==> src/phs_pkg.sv <==
// Purpose: Shared constants for the performance state hint register bank.
// Assumes: Registers are reached by a 12-bit register index with 64-bit data.
// Notes:   Timing counts derive from the 25 MHz system clock.
package phs_pkg;

	localparam int          ADDR_W          = 12;
	localparam int          DATA_W          = 64;
	localparam int          LVL_W           = 8;

	// Register indices
	localparam logic [11:0] OFS_THERM       = 12'h19C;
	localparam logic [11:0] OFS_LEGACY_CTL  = 12'h199;
	localparam logic [11:0] OFS_PROD_COUNT  = 12'h64E;
	localparam logic [11:0] OFS_ENABLE      = 12'h770;
	localparam logic [11:0] OFS_CAPABILITY  = 12'h771;
	localparam logic [11:0] OFS_PKG_REQ     = 12'h772;
	localparam logic [11:0] OFS_INT_CTL     = 12'h773;
	localparam logic [11:0] OFS_PROC_REQ    = 12'h774;
	localparam logic [11:0] OFS_STATUS      = 12'h777;

	// Identification flag positions
	localparam int          ID_BASELINE     = 7;
	localparam int          ID_NOTIFY       = 8;
	localparam int          ID_WINDOW       = 9;
	localparam int          ID_PREFERENCE   = 10;
	localparam int          ID_PKG_REQ      = 11;

	// Enable register
	localparam int          EN_BIT          = 0;

	// Capability fields (low bit of each byte field)
	localparam int          CAP_HIGHEST_LSB = 0;
	localparam int          CAP_GUAR_LSB    = 8;
	localparam int          CAP_EFFIC_LSB   = 16;
	localparam int          CAP_LOWEST_LSB  = 24;

	// Request fields
	localparam int          REQ_MIN_LSB     = 0;
	localparam int          REQ_MAX_LSB     = 8;
	localparam int          REQ_DES_LSB     = 16;
	localparam int          REQ_PREF_LSB    = 24;
	localparam int          REQ_WIN_LSB     = 32;
	localparam int          REQ_WIN_W       = 10;
	localparam int          REQ_PKG_BIT     = 42;
	localparam logic [7:0]  REQ_PREF_RST    = 8'h80;
	localparam logic [7:0]  REQ_DES_RST     = 8'h00;

	// Status and interrupt control bits
	localparam int          ST_GUAR_BIT     = 0;
	localparam int          ST_EXCUR_BIT    = 2;
	localparam int          IC_GUAR_BIT     = 0;
	localparam int          IC_EXCUR_BIT    = 1;

	// Thermal status excursion reason bits
	localparam int          TH_CUR_STAT     = 12;
	localparam int          TH_CUR_LOG      = 13;
	localparam int          TH_XDOM_STAT    = 14;
	localparam int          TH_XDOM_LOG     = 15;

	// Timing
	localparam longint      CLK_HZ          = 25000000;
	localparam longint      SETTLE_TIME_MS  = 1000;
	// Strictly more than the settle time
	localparam longint      SETTLE_CYC      = (SETTLE_TIME_MS * CLK_HZ) / 1000 + 1;

endpackage

==> src/phs_regs.sv <==
// Purpose: Register bank for hardware-managed performance state hints.
// Assumes: One request per cycle on MSR_RD or MSR_WR, answered next cycle.
// Notes:   Level inputs from the power controller are asynchronous.
// Summary of operation
// - Identification bit 7 reports enable, capability, request and status registers.
// - Identification bit 8 reports the interrupt control register.
// - Identification bit 9 reports a writable activity window field.
// - Identification bit 10 reports a writable preference hint field.
// - Identification bit 11 reports the package-wide request register.
// - Enable bit 0 switches to autonomous performance selection.
// - While enabled, writes to the legacy control register are ignored.
// - Enable bit sets once; later writes to it are ignored.
// - Enable bit resets to 0; only reset clears it.
// - Capability, request, status need enable first; interrupt control and counter exempt.
// - Interrupt control is reachable whenever present, enabled or not.
// - Enable register is package wide, one bit for all processors.
// - Capability bits 7:0 highest level, bits 15:8 current guaranteed level.
// - Capability bits 23:16 most efficient level, bits 31:24 lowest level.
// - Capability bits 63:32 read zero.
// - Guaranteed level change sets status and, if enabled, the interrupt.
// - A guaranteed change counts only after holding more than one second.
// - Requested maximum below most efficient level may be disregarded.
// - Status shows guaranteed changes and excursions to minimum.
// - Thermal status bits 15:12 carry excursion reasons.
module phs_regs
	import phs_pkg::*;
#(
	parameter bit          HAS_BASELINE  = 1'b1,
	parameter bit          HAS_NOTIFY    = 1'b1,
	parameter bit          HAS_WINDOW    = 1'b1,
	parameter bit          HAS_PREF      = 1'b1,
	parameter bit          HAS_PKG       = 1'b1,
	parameter bit          HAS_PROD_CNT  = 1'b1,
	parameter logic [7:0]  HIGHEST_PERF  = 8'hFF,
	parameter logic [7:0]  LOWEST_PERF   = 8'h01,
	parameter int unsigned SETTLE_CYCLES = 32'(SETTLE_CYC)
) (
	input  wire logic        CLK,              // System clock, 25 MHz
	input  wire logic        RST,              // Synchronous reset, high
	input  wire logic        MSR_RD,           // Read request pulse
	input  wire logic        MSR_WR,           // Write request pulse
	input  wire logic [11:0] MSR_ADDR,         // Register index
	input  wire logic [63:0] MSR_WDATA,        // Write data
	output logic      [63:0] MSR_RDATA,        // Read data
	output logic             MSR_ACK,          // Answer pulse
	output logic             MSR_FAULT,        // Access refused, with ACK
	output logic      [31:0] FEATURE_FLAGS,    // Identification word
	input  wire logic [7:0]  GUAR_PERF_IN,     // Guaranteed level, async
	input  wire logic [7:0]  EFFIC_PERF_IN,    // Most efficient level, async
	input  wire logic        MIN_EXCURSION_IN, // Running at minimum, async
	input  wire logic        CURRENT_LIMIT_IN, // Current limit active, async
	input  wire logic        CROSS_DOMAIN_IN,  // Other domain limiting, async
	input  wire logic        PRODUCTIVE_IN,    // Productive cycle, async
	output logic             AUTO_SEL_EN,      // Autonomous selection on
	output logic      [63:0] LEGACY_PERF_CTL,  // Legacy control value
	output logic      [7:0]  PERF_MIN_OUT,     // Effective minimum hint
	output logic      [7:0]  PERF_MAX_OUT,     // Effective maximum hint
	output logic      [7:0]  PERF_DESIRED_OUT, // Effective desired hint
	output logic      [7:0]  PERF_PREF_OUT,    // Effective preference hint
	output logic      [9:0]  PERF_WINDOW_OUT,  // Effective activity window
	output logic             PERF_NOTIFY_IRQ   // Notification interrupt
);

	localparam int SYNC_W = 2 * LVL_W + 4;

	initial begin
		if (LOWEST_PERF > HIGHEST_PERF) $error("phs_regs: lowest above highest");
		if (SETTLE_CYCLES < 1) $error("phs_regs: SETTLE_CYCLES below 1");
	end

	logic [SYNC_W-1:0] sync_q;
	logic [7:0]        guar_raw;
	logic [7:0]        effic_s;
	logic              excur_s;
	logic              cur_lim_s;
	logic              xdom_s;
	logic              prod_s;
	logic [7:0]        guar_lvl;
	logic              guar_chg;
	logic              excur_d_ff;

	logic              enable_ff;
	logic [63:0]       legacy_ff;
	logic [63:0]       proc_req_ff;
	logic [63:0]       pkg_req_ff;
	logic [63:0]       int_ctl_ff;
	logic [63:0]       status_ff;
	logic              cur_log_ff;
	logic              xdom_log_ff;
	logic [63:0]       prod_cnt_ff;
	logic [63:0]       rd_val;
	logic              acc_ok;

	phs_sync #(
		.W (SYNC_W)
	) u_sync (
		.clk (CLK),
		.rst (RST),
		.d   ({GUAR_PERF_IN, EFFIC_PERF_IN, MIN_EXCURSION_IN,
		       CURRENT_LIMIT_IN, CROSS_DOMAIN_IN, PRODUCTIVE_IN}),
		.q   (sync_q)
	);

	assign {guar_raw, effic_s, excur_s, cur_lim_s, xdom_s, prod_s} = sync_q;

	// Filter waits for live synchroniser output, else cleared stages look like a change
	logic [1:0] warm_ff;
	logic       settle_rst;

	always_ff @(posedge CLK) begin
		if (RST) begin
			warm_ff <= 2'b00;
		end else begin
			warm_ff <= {warm_ff[0], 1'b1};
		end
	end

	assign settle_rst = RST || !warm_ff[1];

	phs_settle #(
		.W      (LVL_W),
		.CYCLES (SETTLE_CYCLES)
	) u_settle (
		.clk      (CLK),
		.rst      (settle_rst),
		.level_in (guar_raw),
		.level    (guar_lvl),
		.changed  (guar_chg)
	);

	// Which register indices answer, given features and enable state
	function automatic logic access_ok(input logic [11:0] a, input logic en);
		unique case (a)
			OFS_ENABLE:     access_ok = HAS_BASELINE;
			OFS_CAPABILITY,
			OFS_PROC_REQ,
			OFS_STATUS:     access_ok = HAS_BASELINE && en;
			OFS_PKG_REQ:    access_ok = HAS_BASELINE && HAS_PKG && en;
			OFS_INT_CTL:    access_ok = HAS_BASELINE && HAS_NOTIFY;
			OFS_PROD_COUNT: access_ok = HAS_PROD_CNT;
			OFS_THERM,
			OFS_LEGACY_CTL: access_ok = 1'b1;
			default:        access_ok = 1'b0;
		endcase
	endfunction

	// Writable bits of a request register; unsupported fields stay zero
	function automatic logic [63:0] req_mask(input logic is_pkg);
		logic [63:0] m;
		m = 64'h0000_0000_00FF_FFFF;
		if (HAS_PREF) m[REQ_PREF_LSB +: 8] = 8'hFF;
		if (HAS_WINDOW) m[REQ_WIN_LSB +: REQ_WIN_W] = '1;
		if (HAS_PKG && !is_pkg) m[REQ_PKG_BIT] = 1'b1;
		req_mask = m;
	endfunction

	function automatic logic [63:0] req_reset();
		logic [63:0] v;
		v = 64'h0;
		v[REQ_MIN_LSB +: 8] = LOWEST_PERF;
		v[REQ_MAX_LSB +: 8] = HIGHEST_PERF;
		v[REQ_DES_LSB +: 8] = REQ_DES_RST;
		v[REQ_PREF_LSB +: 8] = HAS_PREF ? REQ_PREF_RST : 8'h00;
		req_reset = v;
	endfunction

	assign acc_ok = access_ok(MSR_ADDR, enable_ff);

	logic wr_ok;
	assign wr_ok = MSR_WR && acc_ok;

	// Identification word
	always_ff @(posedge CLK) begin
		if (RST) begin
			FEATURE_FLAGS <= 32'h0000_0000;
		end else begin
			FEATURE_FLAGS                <= 32'h0000_0000;
			FEATURE_FLAGS[ID_BASELINE]   <= HAS_BASELINE;
			FEATURE_FLAGS[ID_NOTIFY]     <= HAS_BASELINE && HAS_NOTIFY;
			FEATURE_FLAGS[ID_WINDOW]     <= HAS_BASELINE && HAS_WINDOW;
			FEATURE_FLAGS[ID_PREFERENCE] <= HAS_BASELINE && HAS_PREF;
			FEATURE_FLAGS[ID_PKG_REQ]    <= HAS_BASELINE && HAS_PKG;
		end
	end

	// Package-wide enable, set once, cleared by reset only
	always_ff @(posedge CLK) begin
		if (RST) begin
			enable_ff <= 1'b0;
		end else if (wr_ok && MSR_ADDR == OFS_ENABLE && !enable_ff) begin
			// Reserved bits are dropped; a zero write leaves it clear
			enable_ff <= MSR_WDATA[EN_BIT];
		end
	end

	// Legacy control freezes once autonomous selection owns the levels
	always_ff @(posedge CLK) begin
		if (RST) begin
			legacy_ff <= 64'h0;
		end else if (wr_ok && MSR_ADDR == OFS_LEGACY_CTL && !enable_ff) begin
			legacy_ff <= MSR_WDATA;
		end
	end

	// Request registers; reads return the last value written, with bits outside req_mask cleared
	always_ff @(posedge CLK) begin
		if (RST) begin
			proc_req_ff <= req_reset();
			pkg_req_ff  <= HAS_PKG ? req_reset() : 64'h0;
		end else if (wr_ok) begin
			if (MSR_ADDR == OFS_PROC_REQ) proc_req_ff <= MSR_WDATA & req_mask(1'b0);
			if (MSR_ADDR == OFS_PKG_REQ) pkg_req_ff <= MSR_WDATA & req_mask(1'b1);
		end
	end

	always_ff @(posedge CLK) begin
		if (RST) begin
			int_ctl_ff <= 64'h0;
		end else if (wr_ok && MSR_ADDR == OFS_INT_CTL) begin
			int_ctl_ff <= 64'h0;
			int_ctl_ff[IC_GUAR_BIT]  <= MSR_WDATA[IC_GUAR_BIT];
			int_ctl_ff[IC_EXCUR_BIT] <= MSR_WDATA[IC_EXCUR_BIT];
		end
	end

	// Status: hardware set beats a same-cycle clear by software
	always_ff @(posedge CLK) begin
		if (RST) begin
			status_ff  <= 64'h0;
			excur_d_ff <= 1'b0;
		end else begin
			excur_d_ff <= excur_s;
			if (wr_ok && MSR_ADDR == OFS_STATUS) begin
				if (!MSR_WDATA[ST_GUAR_BIT]) status_ff[ST_GUAR_BIT] <= 1'b0;
				if (!MSR_WDATA[ST_EXCUR_BIT]) status_ff[ST_EXCUR_BIT] <= 1'b0;
			end
			if (guar_chg) status_ff[ST_GUAR_BIT] <= 1'b1;
			if (enable_ff && excur_s && !excur_d_ff) begin
				status_ff[ST_EXCUR_BIT] <= 1'b1;
			end
		end
	end

	// Sticky reason logs beside the live reason levels
	always_ff @(posedge CLK) begin
		if (RST) begin
			cur_log_ff  <= 1'b0;
			xdom_log_ff <= 1'b0;
		end else begin
			if (wr_ok && MSR_ADDR == OFS_THERM) begin
				if (!MSR_WDATA[TH_CUR_LOG]) cur_log_ff <= 1'b0;
				if (!MSR_WDATA[TH_XDOM_LOG]) xdom_log_ff <= 1'b0;
			end
			if (cur_lim_s) cur_log_ff <= 1'b1;
			if (xdom_s) xdom_log_ff <= 1'b1;
		end
	end

	always_ff @(posedge CLK) begin
		if (RST) begin
			prod_cnt_ff <= 64'h0;
		end else if (HAS_PROD_CNT && prod_s) begin
			prod_cnt_ff <= prod_cnt_ff + 64'h1;
		end
	end

	// Read data selection
	always_comb begin
		rd_val = 64'h0;
		unique case (MSR_ADDR)
			OFS_ENABLE:     rd_val[EN_BIT] = enable_ff;
			OFS_CAPABILITY: begin
				rd_val[CAP_HIGHEST_LSB +: 8] = HIGHEST_PERF;
				rd_val[CAP_GUAR_LSB +: 8]    = guar_lvl;
				rd_val[CAP_EFFIC_LSB +: 8]   = effic_s;
				rd_val[CAP_LOWEST_LSB +: 8]  = LOWEST_PERF;
			end
			OFS_PROC_REQ:   rd_val = proc_req_ff;
			OFS_PKG_REQ:    rd_val = pkg_req_ff;
			OFS_INT_CTL:    rd_val = int_ctl_ff;
			OFS_STATUS:     rd_val = status_ff;
			OFS_PROD_COUNT: rd_val = prod_cnt_ff;
			OFS_LEGACY_CTL: rd_val = legacy_ff;
			OFS_THERM: begin
				rd_val[TH_CUR_STAT]  = cur_lim_s;
				rd_val[TH_CUR_LOG]   = cur_log_ff;
				rd_val[TH_XDOM_STAT] = xdom_s;
				rd_val[TH_XDOM_LOG]  = xdom_log_ff;
			end
			default:        rd_val = 64'h0;
		endcase
	end

	// Answer one cycle after the request; refused accesses fault
	always_ff @(posedge CLK) begin
		if (RST) begin
			MSR_ACK   <= 1'b0;
			MSR_FAULT <= 1'b0;
			MSR_RDATA <= 64'h0;
		end else begin
			MSR_ACK   <= MSR_RD || MSR_WR;
			MSR_FAULT <= (MSR_RD || MSR_WR) && !acc_ok;
			MSR_RDATA <= (MSR_RD && acc_ok) ? rd_val : 64'h0;
		end
	end

	// Effective hints; a per-processor register may defer to the package one
	logic        use_pkg;
	logic [63:0] req_sel;
	logic [7:0]  sel_max;
	assign use_pkg = HAS_PKG && proc_req_ff[REQ_PKG_BIT];
	assign req_sel = use_pkg ? pkg_req_ff : proc_req_ff;
	assign sel_max = req_sel[REQ_MAX_LSB +: 8];

	always_ff @(posedge CLK) begin
		if (RST) begin
			AUTO_SEL_EN      <= 1'b0;
			LEGACY_PERF_CTL  <= 64'h0;
			PERF_MIN_OUT     <= LOWEST_PERF;
			PERF_MAX_OUT     <= HIGHEST_PERF;
			PERF_DESIRED_OUT <= REQ_DES_RST;
			PERF_PREF_OUT    <= REQ_PREF_RST;
			PERF_WINDOW_OUT  <= '0;
			PERF_NOTIFY_IRQ  <= 1'b0;
		end else begin
			AUTO_SEL_EN      <= enable_ff;
			LEGACY_PERF_CTL  <= legacy_ff;
			PERF_MIN_OUT     <= req_sel[REQ_MIN_LSB +: 8];
			// Maximum below the efficient point buys no energy, so lift it
			PERF_MAX_OUT     <= (sel_max < effic_s) ? effic_s : sel_max;
			PERF_DESIRED_OUT <= req_sel[REQ_DES_LSB +: 8];
			PERF_PREF_OUT    <= HAS_PREF ? req_sel[REQ_PREF_LSB +: 8] : REQ_PREF_RST;
			PERF_WINDOW_OUT  <= req_sel[REQ_WIN_LSB +: REQ_WIN_W];
			PERF_NOTIFY_IRQ  <= HAS_NOTIFY &&
				((status_ff[ST_GUAR_BIT] && int_ctl_ff[IC_GUAR_BIT]) ||
				 (status_ff[ST_EXCUR_BIT] && int_ctl_ff[IC_EXCUR_BIT]));
		end
	end

endmodule

==> src/phs_settle.sv <==
// Purpose: Commits a new level only after it has held unchanged long enough.
// Assumes: Input is already synchronised to clk.
// Notes:   First value after reset is taken without a change pulse.
module phs_settle
	import phs_pkg::*;
#(
	parameter int          W      = 8,
	parameter int unsigned CYCLES = 32'(SETTLE_CYC)
) (
	input  wire logic         clk,      // System clock
	input  wire logic         rst,      // Synchronous reset, high
	input  wire logic [W-1:0] level_in, // Raw level
	output logic      [W-1:0] level,    // Committed level
	output logic              changed   // Pulse on commit of a new level
);

	logic [W-1:0] cand_ff;
	logic [31:0]  cnt_ff;
	logic         primed_ff;

	initial begin
		if (CYCLES < 1) $error("phs_settle: CYCLES must be at least 1");
	end

	always_ff @(posedge clk) begin
		if (rst) begin
			level     <= '0;
			cand_ff   <= '0;
			cnt_ff    <= 32'h0;
			primed_ff <= 1'b0;
			changed   <= 1'b0;
		end else begin
			changed   <= 1'b0;
			primed_ff <= 1'b1;
			cand_ff   <= level_in;
			if (!primed_ff) begin
				level  <= level_in;
				cnt_ff <= 32'h0;
			end else if (level_in == level || level_in != cand_ff) begin
				// Any wobble restarts the hold time
				cnt_ff <= 32'h0;
			end else if (cnt_ff + 32'h1 >= CYCLES) begin
				level   <= level_in;
				changed <= 1'b1;
				cnt_ff  <= 32'h0;
			end else begin
				cnt_ff <= cnt_ff + 32'h1;
			end
		end
	end

endmodule

==> src/phs_sync.sv <==
// Purpose: Two-flop synchroniser for a bundle of level inputs.
// Assumes: Each bit is a slow level; the guaranteed level bundle is filtered downstream.
// Notes:   First stage is read only by the second stage.
module phs_sync
	import phs_pkg::*;
#(
	parameter int W = 1
) (
	input  wire logic         clk,   // System clock
	input  wire logic         rst,   // Synchronous reset, high
	input  wire logic [W-1:0] d,     // Asynchronous levels
	output logic      [W-1:0] q      // Synchronised levels
);

	logic [W-1:0] meta_ff;

	initial begin
		if (W < 1) $error("phs_sync: W must be at least 1");
	end

	always_ff @(posedge clk) begin
		if (rst) begin
			meta_ff <= '0;
			q       <= '0;
		end else begin
			meta_ff <= d;
			q       <= meta_ff;
		end
	end

endmodule

==> config.mk <==
export PLATFORM = sky130hd
export DESIGN_NAME = phs_regs
export DESIGN_NICKNAME = d
export VERILOG_FILES = /design/src/phs_pkg.sv /design/src/phs_regs.sv /design/src/phs_settle.sv /design/src/phs_sync.sv
export SDC_FILE = /design/constraint.sdc
export NUM_CORES = 1
export LEC_CHECK = 0
export BUFFER_PORTS_ARGS = -buffer_cell sky130_fd_sc_hd__buf_2
export CAP_MARGIN = 20
export CORE_AREA = 8 8 214 237
export DETAILED_ROUTE_END_ITERATION = 16
export DIE_AREA = 0 0 222 245
export SKIP_CTS_REPAIR_TIMING = 1
export SLEW_MARGIN = 15
export SYNTH_ARGS = -nofsm -noshare
export SYNTH_HDL_FRONTEND = slang
export SYNTH_SLANG_ARGS = --single-unit
==> constraint.sdc <==
create_clock -name CLK -period 4 [get_ports CLK]
set_input_delay 0.8 -clock CLK [delete_from_list [all_inputs] [get_ports CLK]]
set_output_delay 0.8 -clock CLK [all_outputs]
set_load 0.005 [all_outputs]
== Word-level counts from Yosys, hierarchy flattened ==
Cells that the tools add are included.

* Flip-flop bits (word level): 519
* Latch bits: 0
* RAM bits: 0
* ROM bits: 0
* Bits of input ports: 100
* Output and inout port bits: 206
* Word-level logic and storage cells: 120
* Memories: 0

* Add/sub/neg operators: 2
* Multiply operators: 0
* Divide/modulo/power cells: 0
* Order comparisons: 2
* Equal/unequal tests: 17
* Shifts and indexed selects: 0
* Multiplexer cells: 27
* Bitwise logic cells: 2
* Reduce and logical (&&, ||, !) cells: 38

{| class="wikitable"
|+ Operators with widths
! cell !! number
|-
| $pmux 32 s4 || 1
|-
| $eq 12x11->1 const B || 7
|-
| $pmux 16 s5 || 1
|-
| $pmux 11 s7 || 1
|-
| $add 64x1->64 const B || 1
|-
| $mux 42 || 1
|-
| $add 32x1->32 const B || 1
|-
| $ge 32x25->1 const B || 1
|-
| $mux 8 || 4
|-
| $eq 12x9->1 const B || 2
|-
| $pmux 4 s6 || 1
|-
| $mux 1 || 15
|-
| $logic_and 1x1->1 || 14
|-
| $reduce_and 2->1 || 7
|-
| $mux 12 || 1
|-
| $eq 8x8->1 || 1
|-
| $lt 8x8->1 || 1
|-
| $ne 2x1->1 const B || 4
|-
| $ne 8x8->1 || 1
|-
| $pmux 1 s8 || 1
|-
| $reduce_bool 2->1 || 4
|-
| $reduce_or 4->1 || 2
|-
| $reduce_or 5->1 || 1
|-
| $logic_not 1->1 || 4
|-
| 6 further kinds || 11
|}

== Depth between registers and ports, before layout ==
* Word-level depth: 7
* Depth in mapped cells: 11
* Gate-level depth less buffers: 9

== Hierarchy ==
Synthesis repeated with hierarchy kept, for this count alone.

* Cell total of the unflattened synthesis: 2,040
* Area, all modules: 19,165.9 um^2

{| class="wikitable"
|+ By module, submodules not included
! module !! instances !! cells an instance !! area an instance (um^2) !! sequential area each (um^2)
|-
| phs_regs || 1 || 1,680 || 15,522.4 || 7,947.6
|-
| phs_settle || 1 || 276 || 2,487.4 || 1,001.0
|-
| phs_sync || 1 || 84 || 1,156.1 || 800.8
|}

== Worst setup path after synthesis ==
No wires, ideal clock.

* Path kind: reg2reg
* Start point: register proc_req_ff[42]
* End point: register PERF_MAX_OUT[1]
* Setup time: 0.129 ns
* Arrival: 2.734 ns
* Required time: 3.871 ns
* Path slack: 1.137 ns
* Cell stages (with the launch flop): 11
* Path buffers: 1
* Period minus slack after synthesis: 2.863 ns
* Path through: dfxtp_1 > clkbuf_1 > mux2_2 > ha_1 > a21boi_0 > o21a_1 > o21ai_0 > a21oi_1 > o41ai_2 > mux2i_1 > nand2_1

* Longest elaborated chain between the ends: 3

{| class="wikitable"
|+ Ends and longest elaborated chain
! item !! RTL line !! text
|-
| start, declared || phs_regs.sv:84 || <nowiki>logic [63:0] proc_req_ff;</nowiki>
|-
| start signal, assigned || phs_regs.sv:208 || <nowiki>proc_req_ff <= req_reset();</nowiki>
|-
| start signal, assigned || phs_regs.sv:211 || <nowiki>if (MSR_ADDR == OFS_PROC_REQ) proc_req_ff <= MSR_WDATA & req_mask(1'b0);</nowiki>
|-
| $mux 42 (*) || phs_regs.sv:312 || <nowiki>assign req_sel = use_pkg ? pkg_req_ff : proc_req_ff;</nowiki>
|-
| $lt 8x8->1 || phs_regs.sv:330 || <nowiki>PERF_MAX_OUT <= (sel_max < effic_s) ? effic_s : sel_max;</nowiki>
|-
| $mux 8 (*) || phs_regs.sv:330 ||
|-
| end signal, assigned || phs_regs.sv:330 ||
|-
| end, declared || phs_regs.sv:57 || <nowiki>output logic [7:0] PERF_MAX_OUT,</nowiki>
|}

Mark *: on every way between the ends. The rest lies on a longest branch, timed or not.
A chain may end at the register's enable or synchronous reset.

== Worst setup path after layout ==
* Start point: register u_settle.cnt_ff[3]
* End point: register u_settle.level[4]

* Longest elaborated chain between the ends: 4

{| class="wikitable"
|+ Ends and longest elaborated chain
! item !! RTL line !! text
|-
| start, declared || phs_settle.sv:18 || <nowiki>logic [31:0] cnt_ff;</nowiki>
|-
| start signal, assigned || phs_settle.sv:47 || <nowiki>cnt_ff <= cnt_ff + 32'h1;</nowiki>
|-
| $add 32x1->32 || phs_settle.sv:42 || <nowiki>end else if (cnt_ff + 32'h1 >= CYCLES) begin</nowiki>
|-
| $ge 32x25->1 || phs_settle.sv:42 ||
|-
| $ne 2x2->1 (no line) || n/a ||
|-
| $reduce_and 2->1 (no line) || n/a ||
|-
| end signal, assigned || phs_settle.sv:37 || <nowiki>level <= level_in;</nowiki>
|-
| end signal, assigned || phs_settle.sv:43 || <nowiki>level <= level_in;</nowiki>
|-
| end, declared || phs_settle.sv:13 || <nowiki>output logic [W-1:0] level,</nowiki>
|}

No other way between the ends.

==> impl_metrics.ini <==
[grt]
grt_pass1_vias = 15116
antenna_found_initial = 6
grt_pass1_wl_um = 85140
grtUsageTotal_pct = 19.41
grt_start_max_net_pins = 118
grt_overflow = 0

[die]
die_w_um = 222
num_rows = 84
die_height_um = 245
ios = 306
core_area_um2 = 46980
start_util_pct = 39.35
dieArea_um2 = 54390

[critical_path]
rrSetupSlack_ns = 0.62
cp-start-kind = flip-flop
cp_max_fo = 11
crit_cells = 9
slowest_delay_ns = 0.53
crit_start = u_settle.cnt_ff[3]
cp.buffers_inverters = 1
cp.arrival_ns = 3.88
r2r_start = u_settle.cnt_ff[3]
reg2reg_depth = 9
cp_top_family = simple AND/OR/NAND/NOR gates
crit_type = flip-flop to flip-flop
rr_endpoint = u_settle.level[4]
critPathSlowestCell = o221a_1
crit_chain = nand3_1 > nor3_1 > mux2_2 > o21a_1 > nor4_1 > buf_4 > nand2b_1 > o221a_1 > mux2i_1
worstPathRequired_ns = 4.50
endpoint_kind = flip-flop
crit_end = u_settle.level[4]

[placed_design]
place.gp.congestion = 0.8397
dpl.hpwl_um = 38700
dp_cells = 2865
numPortBuffers = 278

[synth]
ys_warn_count = 0
synth-simple-area-share_pct = 22.18
yosysSeqAreaShare_pct = 52.74
synth_edf_count = 0
synth_area_leaders = dfxtp_1 53%, nand2_1 8.2%, a21oi_1 4.6%, nor2b_1 3.7%, nor2_1 3.6%
synth_top_family_by_area = simple AND/OR/NAND/NOR gates
netlist_instances = 2079
yosysTopAreaCell = dfxtp_1
synth_top_area_share_pct = 52.74
async_flop_share_pct = 0
yosysMostFrequentCell = dfxtp_1
synth_ff_type = dfxtp_1
synth_mux_area_share_pct = 3.533
ys_top_cells_by_count = 487 x dfxtp_1, 403 x nand2_1, 175 x nor2_1, 170 x a21oi_1, 113 x clkbuf_1
avgSynthCellArea_um2 = 8.892
synth-compound-area-share_pct = 11.39
netlist_area_um2 = 18490
synth-xor-area-share_pct = 4.643
ys_types = 63
synth-adder-area-share_pct = 0.7445
ys_ff_latch = 487

[route]
wire_per_inst_um = 18.59
drt-total-wl_um = 54930
viasPerCell = 5.169
antenna_left = 0
firstDrtPassIters = 8
drt_iter0_markers = 1303
drcViolationCount = 0
num_vias = 15274

[clock_network]
clk_latency_ns = 0.59
root_buffer = clkbuf_16
cts_tree = yes
clkTransAtPathRegs_ns = 0.06
cts_num_sinks = 487
cts_buffers = 49
clockBufferDepth = 3
h-tree-depth = 2

[outcome]
status = complete, no violations

[pwr]
finalPower_mw = 10.19
ir_drop_mv = 0.2709
p_per_area_nw_per_um2 = 460.2
leakage_nw = 8.420

[finish]
synthToLayoutAreaGrowth_pct = 19.81
drive_gt1_share_pct = 17.97
fin_nets = 2425
stdcell_count = 2955

[sta]
finalSetupTns_ns = 0
finalSetupViolCount = 0
finalCriticalPeriod_ns = 3.379
worstMarginPinSlew_ns = 0.9192
period_share_pct = 84.48
skew_ns = 0.02152
hold_viol = 0
relSlewSlack_pct = 38.16
finalMaxSlewViolations = 0
fmax_ghz = 0.2959
rsz0062_at_grt = false

[run]
cap_violations = 0

[hold_path]
hold_class = primary input to flip-flop
whs_path_depth = 2
-- registers in the layout, summed over array words and instances, names as in the netlist, 10 cells and up --
| name | flops |
|---|---|
| LEGACY_PERF_CTL | 64 |
| MSR_RDATA | 64 |
| PERF_WINDOW_OUT | 10 |
| legacy_ff | 64 |
| pkg_req_ff | 42 |
| proc_req_ff | 43 |
| prod_cnt_ff | 64 |
| u_settle.cnt_ff | 32 |
| u_sync.meta_ff | 20 |
| u_sync.q | 20 |
-- placed cells by master, fill, tap and decap left out, types with 9 or more instances in the layout --
| cell type | instances |
|---|---|
| or3_1 | 12 |
| and3_1 | 22 |
| a31oi_1 | 22 |
| xor2_1 | 52 |
| a22oi_1 | 59 |
| buf_2 | 277 |
| conb_1 | 34 |
| nor2_1 | 172 |
| mux2_2 | 10 |
| nand3_1 | 60 |
| buf_4 | 30 |
| nand2_1 | 401 |
| clkbuf_8 | 11 |
| clkbuf_16 | 51 |
| a221oi_1 | 9 |
| bufinv_16 | 10 |
| a21oi_1 | 170 |
| nor2b_1 | 110 |
| nor3_1 | 25 |
| xnor2_1 | 46 |
| o21ai_0 | 18 |
| nor4_1 | 17 |
| dfxtp_1 | 486 |
| inv_1 | 36 |
| a222oi_1 | 19 |
| mux2i_1 | 54 |
| and4_1 | 9 |
| nand4_1 | 22 |
| ha_1 | 11 |
-- metal layers --
layer,GRT usage (%),up-vias,wire length [µm]
li1,-,7436,-
met1,24.59,7187,23890
met2,32.10,567,25580
met3,4.513,82,4020
met4,7.119,2,1420
met5,0,-,13
-- final cells by class --
type / instances / area [µm²]
clock inverters: 17 / 339.1
inverters: 36 / 135.1
fillers: 4503 / 24830
repair buffers: 310 / 1667
flip-flops and latches: 487 / 9751
well taps: 602 / 753.2
clock buffers: 69 / 1454
diodes: 4 / 10.01
multi-input cells: 1430 / 8040
-- metrics by stage --
stage	utilization, %	hold WS, ns	setup WS, ns	cell area (µm²)
2_1_floorplan	-	0.4108	1.137	18610
3_3_place_gp	43.31	0.4218	0.6477	20350
3_5_place_dp	43.31	0.4239	0.5063	20350
4_1_cts	47.12	0.3897	0.5793	22140
5_1_grt	47.14	0.4057	0.3674	22150
6_report	47.14	0.4236	0.6207	22150
-- power breakdown --
group	total (mW)	leakage, nW	switching [mW]	internal [mW]
clock	5.06	0.885	1.90	3.16
combinational	0.234	3.60	0.150	0.0843
sequential	4.90	3.94	0.0191	4.88
-- worst min-delay path by stage --
stage,start,end
final,EFFIC_PERF_IN[5],u_sync.meta_ff[9]
after global placement,u_sync.meta_ff[3],u_sync.q[3]
after CTS,EFFIC_PERF_IN[5],u_sync.meta_ff[9]
after detailed placement,u_sync.meta_ff[3],u_sync.q[3]
after global routing,EFFIC_PERF_IN[5],u_sync.meta_ff[9]
after floorplan,u_settle.changed,status_ff[0]
-- cell families (layout without fill, tap and decap cells) --
| family | after synthesis | after routing |
|---|---|---|
| AND/OR/NAND/NOR | 893 | 893 |
| flip-flops | 487 | 487 |
| AO/OA/AOI/OAI | 330 | 330 |
| buffers and inverters | 195 | 432 |
| XOR/XNOR | 98 | 98 |
| multiplexers | 64 | 64 |
| adder cells (fa/ha/maj) | 11 | 11 |
| other | 1 | 38 |
(Power assumes the default switching activity.)
